==> config.mk <==
export PLATFORM = sky130hd
export DESIGN_NAME = pman_core
export DESIGN_NICKNAME = d
export VERILOG_FILES = /design/src/common/pman_pkg.sv /design/src/design/pman_core.sv
export SDC_FILE = /design/constraint.sdc
export NUM_CORES = 1
export LEC_CHECK = 0
export BUFFER_PORTS_ARGS = -buffer_cell sky130_fd_sc_hd__buf_2
export CAP_MARGIN = 0
export CORE_ASPECT_RATIO = 1.4
export CORE_MARGIN = 4
export CORE_UTILIZATION = 30
export DETAILED_ROUTE_END_ITERATION = 8
export SETUP_SLACK_MARGIN = 0.2
export SLEW_MARGIN = 5
export SYNTH_ARGS = -nofsm -noshare
export SYNTH_HDL_FRONTEND = slang
export SYNTH_SLANG_ARGS = --single-unit
==> constraint.sdc <==
create_clock -name ref_clk -period 12.15 [get_ports ref_clk]
set_input_delay 1.215 -clock ref_clk [delete_from_list [all_inputs] [get_ports ref_clk]]
set_output_delay 1.215 -clock ref_clk [all_outputs]
set_load 0.1 [all_outputs]
==> src/common/pman_pkg.sv <==
// package: register map, fields, reset values and timing of the media/negotiation block
package pman_pkg;
    // ****************************************
    // register word indexes (byte address = 4 * index)
    // ****************************************
    localparam logic [4:0] IDX_BASIC_MODE_CONTROL   = 5'h00;
    localparam logic [4:0] IDX_BASIC_MODE_STATUS    = 5'h01;
    localparam logic [4:0] IDX_AUTONEG_ADVERTISE    = 5'h04;
    localparam logic [4:0] IDX_LINK_PARTNER_ABILITY = 5'h05;
    localparam logic [4:0] IDX_AUTONEG_EXPANSION    = 5'h06;
    localparam logic [4:0] IDX_PHY_LINK_STATUS      = 5'h10;
    localparam logic [4:0] IDX_PCS_SUBLAYER_CONTROL = 5'h16;
    localparam logic [4:0] IDX_PHY_CONTROL          = 5'h19;
    // ****************************************
    // field positions
    // ****************************************
    localparam int CTL_SPEED      = 13;
    localparam int CTL_AN_ENABLE  = 12;
    localparam int CTL_RESTART    = 9;
    localparam int CTL_DUPLEX     = 8;
    localparam int ADV_100_FULL   = 8;
    localparam int ADV_100_HALF   = 7;
    localparam int ADV_10_FULL    = 6;
    localparam int ADV_10_HALF    = 5;
    localparam int LP_NEXT_PAGE   = 15;
    localparam int LP_REMOTE_FLT  = 13;
    localparam int PCS_FIBER_EN   = 6;
    localparam int PCS_FEF_EN     = 3;
    localparam int PCS_SCR_BYPASS = 1;
    localparam int PCS_DSC_BYPASS = 0;
    localparam int PHC_AUTO_XOVER = 15;
    localparam int PHC_FORCE_XOVER = 14;
    // ****************************************
    // values
    // ****************************************
    localparam logic [15:0] BASIC_STATUS_FIXED = 16'h7849;
    localparam logic [15:0] LP_PARALLEL_100    = 16'h0081;
    localparam logic [15:0] LP_PARALLEL_10     = 16'h0021;
    localparam logic [15:0] ADVERTISE_RESET    = 16'h01E1;
    localparam logic [15:0] PHY_CONTROL_RESET  = 16'h8000;
    localparam logic [15:0] PCS_FIBER_BITS     = 16'h004B;
    localparam logic [3:0]  ADV_ALL            = 4'hF;
    localparam logic [1:0]  STRAP_SETTLE       = 2'h3;
    // ****************************************
    // timing
    // ****************************************
    localparam int CLK_KHZ          = 25000;
    localparam int BREAK_LINK_MS    = 1500;
    localparam int BREAK_LINK_COUNT = BREAK_LINK_MS * CLK_KHZ;
    localparam int XOVER_SLOT_US    = 2500;
    localparam int XOVER_SLOT_COUNT = XOVER_SLOT_US * CLK_KHZ / 1000;

    typedef struct packed {
        logic rx_error_level;
        logic negotiate_strap;
        logic mode_strap_high;
        logic mode_strap_low;
    } pman_strap_type;

    typedef struct packed {
        logic link_up;
        logic speed_100;
        logic full_duplex;
        logic fiber_media_select;
    } pman_link_type;
endpackage

==> src/design/pman_core.sv <==
// media select, link negotiation, crossover control and its register slave
`timescale 1ns/1ps
// Overview of operation
// - receive-error strap picks media at reset; low selects fiber.
// - fiber strap also sets far-end fault, scramble and descramble bypass.
// - software picks media through fiber-enable bit 6 at index 16h.
// - negotiate strap low: mode straps force 10/100 and half/full.
// - negotiate strap high: mode straps pick the advertised ability set.
// - strap values initialise advertise bits 8 to 5.
// - basic control writes override strap behaviour after reset; enabling negotiation needs enable written clear first.
// - with negotiation on, advertise word goes out in link pulse bursts.
// - resolve 100 full, 100 half, 10 full, then 10 half.
// - negotiation off: speed and duplex bits rule; ignored while it is on.
// - link status register shows resolved speed once link is up.
// - basic status ability bits fixed; the T4 bit reads zero.
// - basic status shows complete, remote fault, link, preamble suppression.
// - advertise defaults to all abilities; cleared ones leave negotiation.
// - partner register takes each page outside break and forced mode; parallel detect gives 0081h/0021h.
// - expansion: detect fault, partner/local next page, page received, able.
// - parallel detect uses both receivers' link; partner-able stays zero.
// - parallel detect with both receivers' links good sets the fault flag.
// - restart bit 9 or loss of negotiated link restarts negotiation.
// - renegotiation silences transmit for the break timer, then sends bursts.
// - crossover auto after reset, bit 14 forces it, no auto in forced mode.
module pman_core #(
    parameter int BREAK_LINK_CYCLES = pman_pkg::BREAK_LINK_COUNT,
    parameter int XOVER_SLOT_CYCLES = pman_pkg::XOVER_SLOT_COUNT
) (
    input  wire logic                    ref_clk,
    input  wire logic                    rst,
    input  wire logic [4:0]              avs_address,
    input  wire logic                    avs_read,
    input  wire logic                    avs_write,
    input  wire logic [3:0]              avs_byteenable,
    input  wire logic [31:0]             avs_writedata,
    output logic      [31:0]             avs_readdata,
    output logic                         avs_waitrequest,
    input  wire pman_pkg::pman_strap_type strap_pins,
    input  wire logic                    rx_link_good_10,
    input  wire logic                    rx_link_good_100,
    input  wire logic                    page_valid,
    input  wire logic [15:0]             page_word,
    output logic                         flp_send,
    output logic [15:0]                  flp_word,
    output logic                         tx_quiet,
    output pman_pkg::pman_link_type      link_state,
    output logic                         crossover_select
);
    typedef enum logic [2:0] {
        ST_FORCED, ST_BREAK, ST_DETECT, ST_WAIT_LINK, ST_DONE
    } pman_state_type;

    if (BREAK_LINK_CYCLES < 2 || BREAK_LINK_CYCLES > 2**26 - 1)
        $error("BREAK_LINK_CYCLES out of range");
    if (XOVER_SLOT_CYCLES < 2 || XOVER_SLOT_CYCLES > 2**20 - 1)
        $error("XOVER_SLOT_CYCLES out of range");

    localparam logic [25:0] BREAK_END = 26'(BREAK_LINK_CYCLES - 1);
    localparam logic [19:0] SLOT_END  = 20'(XOVER_SLOT_CYCLES - 1);

    // ****************************************
    // synchronisers and strap capture
    // ****************************************
    pman_pkg::pman_strap_type strap_meta, strap_sync;
    logic [1:0]               link_meta, link_sync;
    logic [1:0]               settle;
    logic                     strap_done;

    always_ff @(posedge ref_clk or posedge rst)
    begin
        if (rst)
        begin
            strap_meta <= '0;
            strap_sync <= '0;
            link_meta  <= 2'h0;
            link_sync  <= 2'h0;
        end
        else
        begin
            strap_meta <= strap_pins;
            strap_sync <= strap_meta;
            link_meta  <= {rx_link_good_100, rx_link_good_10};
            link_sync  <= link_meta;
        end
    end

    // captured once, after the pins have crossed the synchroniser
    wire capture_now = !strap_done && settle == pman_pkg::STRAP_SETTLE;
    always_ff @(posedge ref_clk or posedge rst)
    begin
        if (rst)
        begin
            settle     <= 2'h0;
            strap_done <= 1'b0;
        end
        else
        begin
            settle     <= strap_done ? settle : settle + 2'h1;
            strap_done <= strap_done | capture_now;
        end
    end

    wire       strap_fiber = !strap_sync.rx_error_level;
    wire [1:0] strap_mode  = {strap_sync.mode_strap_high,
                              strap_sync.mode_strap_low};
    logic [3:0] strap_adv;
    always_comb
    begin
        case (strap_mode)
            2'h0:    strap_adv = 4'h3;
            2'h1:    strap_adv = 4'hC;
            2'h2:    strap_adv = 4'h8;
            default: strap_adv = pman_pkg::ADV_ALL;
        endcase
        if (!strap_sync.negotiate_strap)
            strap_adv = pman_pkg::ADV_ALL;
    end

    // ****************************************
    // bus slave
    // ****************************************
    logic        ack;
    logic [15:0] basic_mode_control, autoneg_advertise, lpar, pcs_sublayer_control, phy_control;
    logic        an_armed, pd_fault, page_rcvd, lp_an_able, lp_np;
    pman_state_type state;

    wire req      = (avs_read | avs_write) & strap_done;
    wire wr_ack   = ack & avs_write;
    wire rd_ack   = ack & avs_read;
    wire [15:0] wmask = {{8{avs_byteenable[1]}}, {8{avs_byteenable[0]}}};
    wire [15:0] wdat  = avs_writedata[15:0];
    wire wr_basic_mode_control  = wr_ack && avs_address == pman_pkg::IDX_BASIC_MODE_CONTROL;
    wire wr_autoneg_advertise  = wr_ack && avs_address == pman_pkg::IDX_AUTONEG_ADVERTISE;
    wire wr_pcs_sublayer_control  = wr_ack && avs_address == pman_pkg::IDX_PCS_SUBLAYER_CONTROL;
    wire wr_phy_control = wr_ack && avs_address == pman_pkg::IDX_PHY_CONTROL;
    wire rd_autoneg_expansion  = rd_ack && avs_address == pman_pkg::IDX_AUTONEG_EXPANSION;
    wire [15:0] basic_mode_control_new  = (basic_mode_control & ~wmask) | (wdat & wmask);
    wire [15:0] autoneg_advertise_new  = (autoneg_advertise & ~wmask) | (wdat & wmask);
    wire [15:0] pcs_sublayer_control_new  = (pcs_sublayer_control & ~wmask) | (wdat & wmask);
    wire [15:0] phy_control_new = (phy_control & ~wmask) | (wdat & wmask);

    wire an_active = basic_mode_control[pman_pkg::CTL_AN_ENABLE] & an_armed;
    wire an_rise   = wr_basic_mode_control && an_armed && basic_mode_control_new[pman_pkg::CTL_AN_ENABLE]
                     && !basic_mode_control[pman_pkg::CTL_AN_ENABLE];
    wire restart_wr = wr_basic_mode_control && basic_mode_control_new[pman_pkg::CTL_RESTART];
    wire link_any  = link_sync[0] | link_sync[1];
    wire link_lost = state == ST_DONE && !link_any;
    wire renegotiate = an_active && (restart_wr || link_lost) || an_rise;

    wire [15:0] basic_mode_status = pman_pkg::BASIC_STATUS_FIXED
                     | {10'h0, state == ST_DONE, lpar[pman_pkg::LP_REMOTE_FLT],
                        1'b0, link_state.link_up, 2'h0};
    wire [15:0] autoneg_expansion = {11'h0, pd_fault, lp_np, 1'b0, page_rcvd,
                        lp_an_able};
    wire [15:0] phy_link_status = {11'h0, state == ST_DONE, 1'b0,
                          link_state.full_duplex, !link_state.speed_100,
                          link_state.link_up};
    logic [15:0] rd_mux;
    always_comb
    begin
        case (avs_address)
            pman_pkg::IDX_BASIC_MODE_CONTROL:   rd_mux = basic_mode_control;
            pman_pkg::IDX_BASIC_MODE_STATUS:    rd_mux = basic_mode_status;
            pman_pkg::IDX_AUTONEG_ADVERTISE:    rd_mux = autoneg_advertise;
            pman_pkg::IDX_LINK_PARTNER_ABILITY: rd_mux = lpar;
            pman_pkg::IDX_AUTONEG_EXPANSION:    rd_mux = autoneg_expansion;
            pman_pkg::IDX_PHY_LINK_STATUS:      rd_mux = phy_link_status;
            pman_pkg::IDX_PCS_SUBLAYER_CONTROL: rd_mux = pcs_sublayer_control;
            pman_pkg::IDX_PHY_CONTROL:          rd_mux = phy_control;
            default:                            rd_mux = 16'h0000;
        endcase
    end

    always_ff @(posedge ref_clk or posedge rst)
    begin
        if (rst)
        begin
            ack             <= 1'b0;
            avs_waitrequest <= 1'b1;
            avs_readdata    <= 32'h0000_0000;
        end
        else
        begin
            ack             <= req & !ack;
            avs_waitrequest <= !(req & !ack);
            avs_readdata    <= {16'h0000, rd_mux};
        end
    end

    // ****************************************
    // configuration registers
    // ****************************************
    always_ff @(posedge ref_clk or posedge rst)
    begin
        if (rst)
        begin
            basic_mode_control     <= 16'h0000;
            autoneg_advertise     <= pman_pkg::ADVERTISE_RESET;
            pcs_sublayer_control     <= 16'h0000;
            phy_control    <= pman_pkg::PHY_CONTROL_RESET;
            an_armed <= 1'b0;
        end
        else if (capture_now)
        begin
            basic_mode_control     <= {2'h0, strap_mode[1], strap_sync.negotiate_strap,
                         3'h0, strap_mode[0], 8'h00};
            autoneg_advertise     <= {7'h00, strap_adv, 5'h01};
            pcs_sublayer_control     <= strap_fiber ? pman_pkg::PCS_FIBER_BITS
                                    : 16'h0000;
            an_armed <= strap_sync.negotiate_strap;
        end
        else
        begin
            if (wr_basic_mode_control)
                basic_mode_control <= basic_mode_control_new & ~(16'h1 << pman_pkg::CTL_RESTART);
            if (wr_basic_mode_control && !basic_mode_control_new[pman_pkg::CTL_AN_ENABLE])
                an_armed <= 1'b1;
            if (wr_autoneg_advertise)
                autoneg_advertise <= autoneg_advertise_new;
            if (wr_pcs_sublayer_control)
                pcs_sublayer_control <= pcs_sublayer_control_new;
            if (wr_phy_control)
                phy_control <= phy_control_new;
        end
    end

    // ****************************************
    // negotiation sequencer
    // ****************************************
    wire [3:0] common = autoneg_advertise[8:5] & lpar[8:5];
    wire res_valid = |common;
    wire res_100   = common[3] | common[2];
    wire res_full  = common[3] | (!common[2] & common[1]);
    wire res_link  = res_100 ? link_sync[1] : link_sync[0];
    wire pd_one    = link_sync[0] ^ link_sync[1];
    logic [25:0] break_cnt;

    always_ff @(posedge ref_clk or posedge rst)
    begin
        if (rst)
        begin
            state      <= ST_FORCED;
            break_cnt  <= 26'h0;
            lpar       <= 16'h0000;
            pd_fault   <= 1'b0;
            page_rcvd  <= 1'b0;
            lp_an_able <= 1'b0;
            lp_np      <= 1'b0;
        end
        else
        begin
            break_cnt <= state == ST_BREAK ? break_cnt + 26'h1 : 26'h0;
            if (rd_autoneg_expansion)
                pd_fault <= 1'b0;
            if (rd_autoneg_expansion)
                page_rcvd <= 1'b0;
            if (!an_active)
                state <= ST_FORCED;
            else if (renegotiate || state == ST_FORCED)
                state <= ST_BREAK;
            else
            begin
                case (state)
                    ST_BREAK:
                        if (break_cnt == BREAK_END)
                            state <= ST_DETECT;
                    ST_DETECT:
                        if (!page_valid && pd_one)
                        begin
                            lpar  <= link_sync[1] ? pman_pkg::LP_PARALLEL_100
                                                  : pman_pkg::LP_PARALLEL_10;
                            state <= ST_DONE;
                        end
                        else if (!page_valid && link_sync == 2'h3)
                            pd_fault <= 1'b1;
                    ST_WAIT_LINK:
                        if (res_valid && res_link)
                            state <= ST_DONE;
                    default:
                        state <= state;
                endcase
                if (page_valid && state != ST_BREAK)
                begin
                    lpar       <= page_word;
                    page_rcvd  <= 1'b1;
                    lp_an_able <= 1'b1;
                    lp_np      <= page_word[pman_pkg::LP_NEXT_PAGE];
                    if (state == ST_DETECT)
                        state <= ST_WAIT_LINK;
                end
            end
            if (state == ST_BREAK)
                lp_an_able <= 1'b0;
        end
    end

    // ****************************************
    // outputs and crossover
    // ****************************************
    logic [19:0] slot_cnt;
    logic [7:0]  lfsr;
    wire auto_xover = phy_control[pman_pkg::PHC_AUTO_XOVER] && an_active
                      && state == ST_DETECT;
    wire fiber_now  = pcs_sublayer_control[pman_pkg::PCS_FIBER_EN];
    wire forced_100 = basic_mode_control[pman_pkg::CTL_SPEED];
    wire forced_up  = forced_100 ? link_sync[1] : link_sync[0];

    always_ff @(posedge ref_clk or posedge rst)
    begin
        if (rst)
        begin
            flp_send         <= 1'b0;
            flp_word         <= 16'h0000;
            tx_quiet         <= 1'b0;
            link_state       <= '0;
            crossover_select <= 1'b0;
            slot_cnt         <= 20'h0;
            lfsr             <= 8'h01;
        end
        else
        begin
            flp_send <= state == ST_DETECT || state == ST_WAIT_LINK;
            flp_word <= autoneg_advertise;
            tx_quiet <= state == ST_BREAK;
            link_state.fiber_media_select <= fiber_now;
            if (state == ST_FORCED)
            begin
                link_state.speed_100   <= forced_100;
                link_state.full_duplex <= basic_mode_control[pman_pkg::CTL_DUPLEX];
                link_state.link_up     <= forced_up;
            end
            else
            begin
                link_state.link_up <= state == ST_DONE && link_any;
                if (state == ST_WAIT_LINK)
                begin
                    link_state.speed_100   <= res_100;
                    link_state.full_duplex <= res_full;
                end
                else if (state == ST_DETECT)
                begin
                    link_state.speed_100   <= link_sync[1];
                    link_state.full_duplex <= 1'b0;
                end
            end
            lfsr     <= {lfsr[6:0], lfsr[7] ^ lfsr[5] ^ lfsr[4] ^ lfsr[3]};
            slot_cnt <= (slot_cnt == SLOT_END || !auto_xover) ? 20'h0
                                                              : slot_cnt + 20'h1;
            if (phy_control[pman_pkg::PHC_FORCE_XOVER])
                crossover_select <= 1'b1;
            else if (!auto_xover && state != ST_DONE)
                crossover_select <= 1'b0;
            else if (auto_xover && slot_cnt == SLOT_END && lfsr[0])
                crossover_select <= !crossover_select;
        end
    end
endmodule

==> run summary <==
The mean number of vias per cell was 5.10. Summing every instance area after synthesis gives 8770 um^2. The routed design has 23.0 mm of wire. The repair_antennas step left the layout with diodes totalling 0.

For this run, design rule violations remaining after detail routing come to 0. The layout net count was 956. The library cell used most frequently in the layout, excluding fill and tap cells, is dfrtp_1.

Per-cell routed wire length: 18.1 um. Ranked by total cell area, the synthesized netlist is headed by dfrtp_1 (54%), nand3_1 (3.1%), mux2i_1 (3.1%), nand2_1 (2.8%), a21oi_1 (2.7%). The flow ran to the end, and the final reports show no timing, DRC or antenna violations. The number of hold buffers added after CTS was 0. Derived from the worst setup path, the maximum achievable clock frequency is 0.310 GHz. The die width works out to 152 um. The global routing stage identified its most utilized layer as met2. Setup repair after global routing left no endpoint under its margin. The global-route total usage across every layer is 14.6%.

The ratio of cells with drive above 1 in the final layout came out at 18.3%. From bottom edge to top edge, the die measures 210 um. During I/O placement, the number of pins put on the boundary was 124.

Setup slack closes at 8.93 ns. Counting along the longest clock path gives a buffer depth of 2. The average instance in the mapped netlist occupies 10.8 um^2. For the area of the placeable core, the log shows 28600 um^2. For this design the ratio of total power to cell area is 158 nW/um^2. Input and output buffers added on the ports amount to 89. At the pin with the least slew margin, the transition time is 1.17 ns. The number of endpoints with negative hold slack in the final report is 0, and the register area share after synthesis is 56.3%.

After clock tree synthesis, the clock-pin slew on the worst setup and hold paths is 0.07 ns. The adder-cell area share of the yosys netlist works out to 1.14%. The combinational family with the most area after synthesis was simple AND/OR/NAND/NOR gates.

For the number of buffers created by CTS, the log shows 17. The largest fanout on the critical path works out to 18. The top-area cell type share of the netlist area is 53.9%.

The count of flip-flops with a built-in enable after synthesis was 0; the last weighted congestion value of the routability-driven placer was 0.810. Compared with the post-synthesis result, the final layout area differs by 15.0%. The placed wire-length estimate after detailed placement came out at 16.0 mm. The final setup TNS is 0 ns, and the simple-gate share of the synthesized area is 17.7%. Counting flops and latches in the post-synthesis netlist gives 197. In this run, the combinational gates consume 15.3% of the power. The analysis attributes to cell leakage a power of 4.54 nW. Of the post-synthesis cell area, the part taken by muxes is 5.39%. The number of cell instances on the worst register-to-register path is 5.

The worst min-delay path category is reg2reg. Data on the critical path is required at its endpoint by 12.47 ns. The share of async-settable or async-resettable flops after synthesis works out to 100%. The tools report the start point of the critical path as avs_address[4]. Fill cells in the final layout number 2862. The library cells used most frequently in the layout, excluding fill and tap cells, are dfrtp_1 (189), buf_2 (89), nand2_1 (66).

The first-pass GRT wire length is 37.3 mm. The fraction of power consumed by the clock network is 36.0%, and the number of buffers inserted by post-CTS setup repair is 0. The pin count of the biggest net entering global routing was 92; the number of levels in the clock H-tree was 4. Post-CTS repair changed the size of 0 cells. The largest area contributor in the netlist is dfrtp_1. The tools report the number of global-route vias before repair as 6623. After layout, the minimum clock period comes to 3.22 ns. The clock drives 197 sinks. The predominant post-synthesis flop cell was dfrtp_1. Setup violations remaining at the end of the flow were counted as 0. TritonCTS built the clock tree. The analysis attributes to net switching a power of 502 uW. The run gives 0.00701 ns as the final clock skew.

Global routing consumed, on the met1 layer, 17.8% of the routing resources. The gate count of the mapped netlist was 814; the total number of placement rows was 73. The sequential standard cell area was 4940 um^2. In this run, flip-flops and latches consume 48.7% of the power.

VDD sags by at most 0.0000966 V. Hold path startpoint: strap_meta[3]$_DFF_PP0_. The detail route stage leaves a number of antenna-violating nets equal to 0. The floorplan step defined a die boundary enclosing 32100 um^2. The first detailed-routing pass ran for 6 iterations. Yosys printed 0 warnings.

In this run the tightest slew margin relative to its limit is 21.7%. Pre-CTS setup slack: 8.56 ns. The tools report the kind of start point of the critical path as a primary input. The tree is rooted in a clkbuf_16. The number of max-slew violations in the final report came out at 0. By startpoint and endpoint, the worst setup path is classified as in2reg.

The detailed router finished its first iteration with 519 violations. The synthesized netlist devotes 2.70% of its cell area to XOR and XNOR gates. The starting density of the core is 30.7%, and the number of vias after detailed routing is 6473. The data arrival time at the worst-slack endpoint came out at 3.54 ns.

The logs give 0.44 ns for the clock latency reported for the late side of the worst-skew pair and 3490 um^2 for the area of the multi-input gates. Final worst-path cycle share: 26.5%. The internal power of the cells is 1.09 mW.

The worst register-to-register path begins at ack$_DFF_PP0_. Global routing used 25.9% of the available met2 tracks. Synthesis instantiated 61 different standard cells from the library. The number of antenna violations at the first check in global routing came out at 3. The worst setup path is captured at a register. The switching part of the total power works out to 31.5%. The tools report the remaining global-route overflow as 0. The compound-cell area share of the yosys netlist is 12.1%, and the number of max-cap violations is 0. Along the worst hold path, the cell count comes to 0. In the global route stage, met3 resource usage came out at 3.25%.
[cells in the mapped netlist (11+ instances only)]
| library cell | n |
|---|---|
| mux2i_1 | 27 |
| inv_1 | 20 |
| and3_1 | 11 |
| a22oi_1 | 23 |
| nand3_1 | 55 |
| or4_1 | 13 |
| o21ai_0 | 18 |
| or3_1 | 12 |
| nand4_1 | 19 |
| dfrtp_1 | 189 |
| a21oi_1 | 48 |
| clkbuf_1 | 40 |
| nand2_1 | 66 |
| xnor2_1 | 18 |
| nor2_1 | 57 |
| mux2_2 | 17 |
| buf_4 | 17 |
| a22o_1 | 14 |
[layer usage]
metal	routed length, um	up-vias
met4	342	6
met5	34	-
met3	977	24
met1	9680	3240
met2	11900	144
li1	-	3059
[critical path, cell delays in order]
cell and delay, ns:
buf_2 0.18, nor3b_1 0.40, and3_1 0.80, and3_1 0.54
mux2_2 0.40
[cells by family (layout without fill, tap and decap cells)]
kind of cell,after synthesis,in the layout
AOI/OAI and AO/OA,156,156
xor gates and xnor gates,27,27
adders and majority gates,8,8
buffers and inverters,86,150
DFF,197,197
muxes,45,45
other,1,16
and+or+nand+nor,294,294
[worst paths after layout]
path	to	slack [ns]
setup / recovery	register	8.93
hold / removal	strap_sync[3]$_DFF_PP0_	0.35
setup reg to reg	lpar[0]$_DFFE_PP0P_	9.50
hold reg to reg	strap_sync[3]$_DFF_PP0_	0.35
max in group asynchronous	link_meta[0]$_DFF_PP0_	10.12
min in group asynchronous	lpar[11]$_DFFE_PP0P_	0.84
[power groups by stage]
stage | clock (mW) | sequential, mW | combinational (mW)
floorplan | 0 | 0.842 | 0.122
global placement | 0 | 0.787 | 0.243
detailed placement | 0 | 0.787 | 0.247
CTS | 0.590 | 0.776 | 0.247
global route | 0.616 | 0.783 | 0.264
finish | 0.573 | 0.776 | 0.244
[metrics by stage]
step | util, % | instance area (um^2) | std cells | hold slack [ns] | power (mW)
floorplan | - | 8820 | 829 | 0.331 | 0.964
global placement | 33.2 | 9490 | 1236 | 0.334 | 1.03
detailed placement | 33.2 | 9490 | 1236 | 0.336 | 1.03
CTS | 35.3 | 10100 | 1268 | 0.354 | 1.61
global route | 35.3 | 10100 | 1268 | 0.364 | 1.66
finish | 35.3 | 10100 | 1268 | 0.350 | 1.59
[area by class of cell]
class                      count  area share, %
timing repair buffer          98           5.09
clock inverter                15           1.66
sequential                   197           49.0
multi-input combinational    546           34.6
tap                          375           4.65
clock buffer                  17           4.22
inverter                      20          0.819
Power figures use the tool's default switching activity.
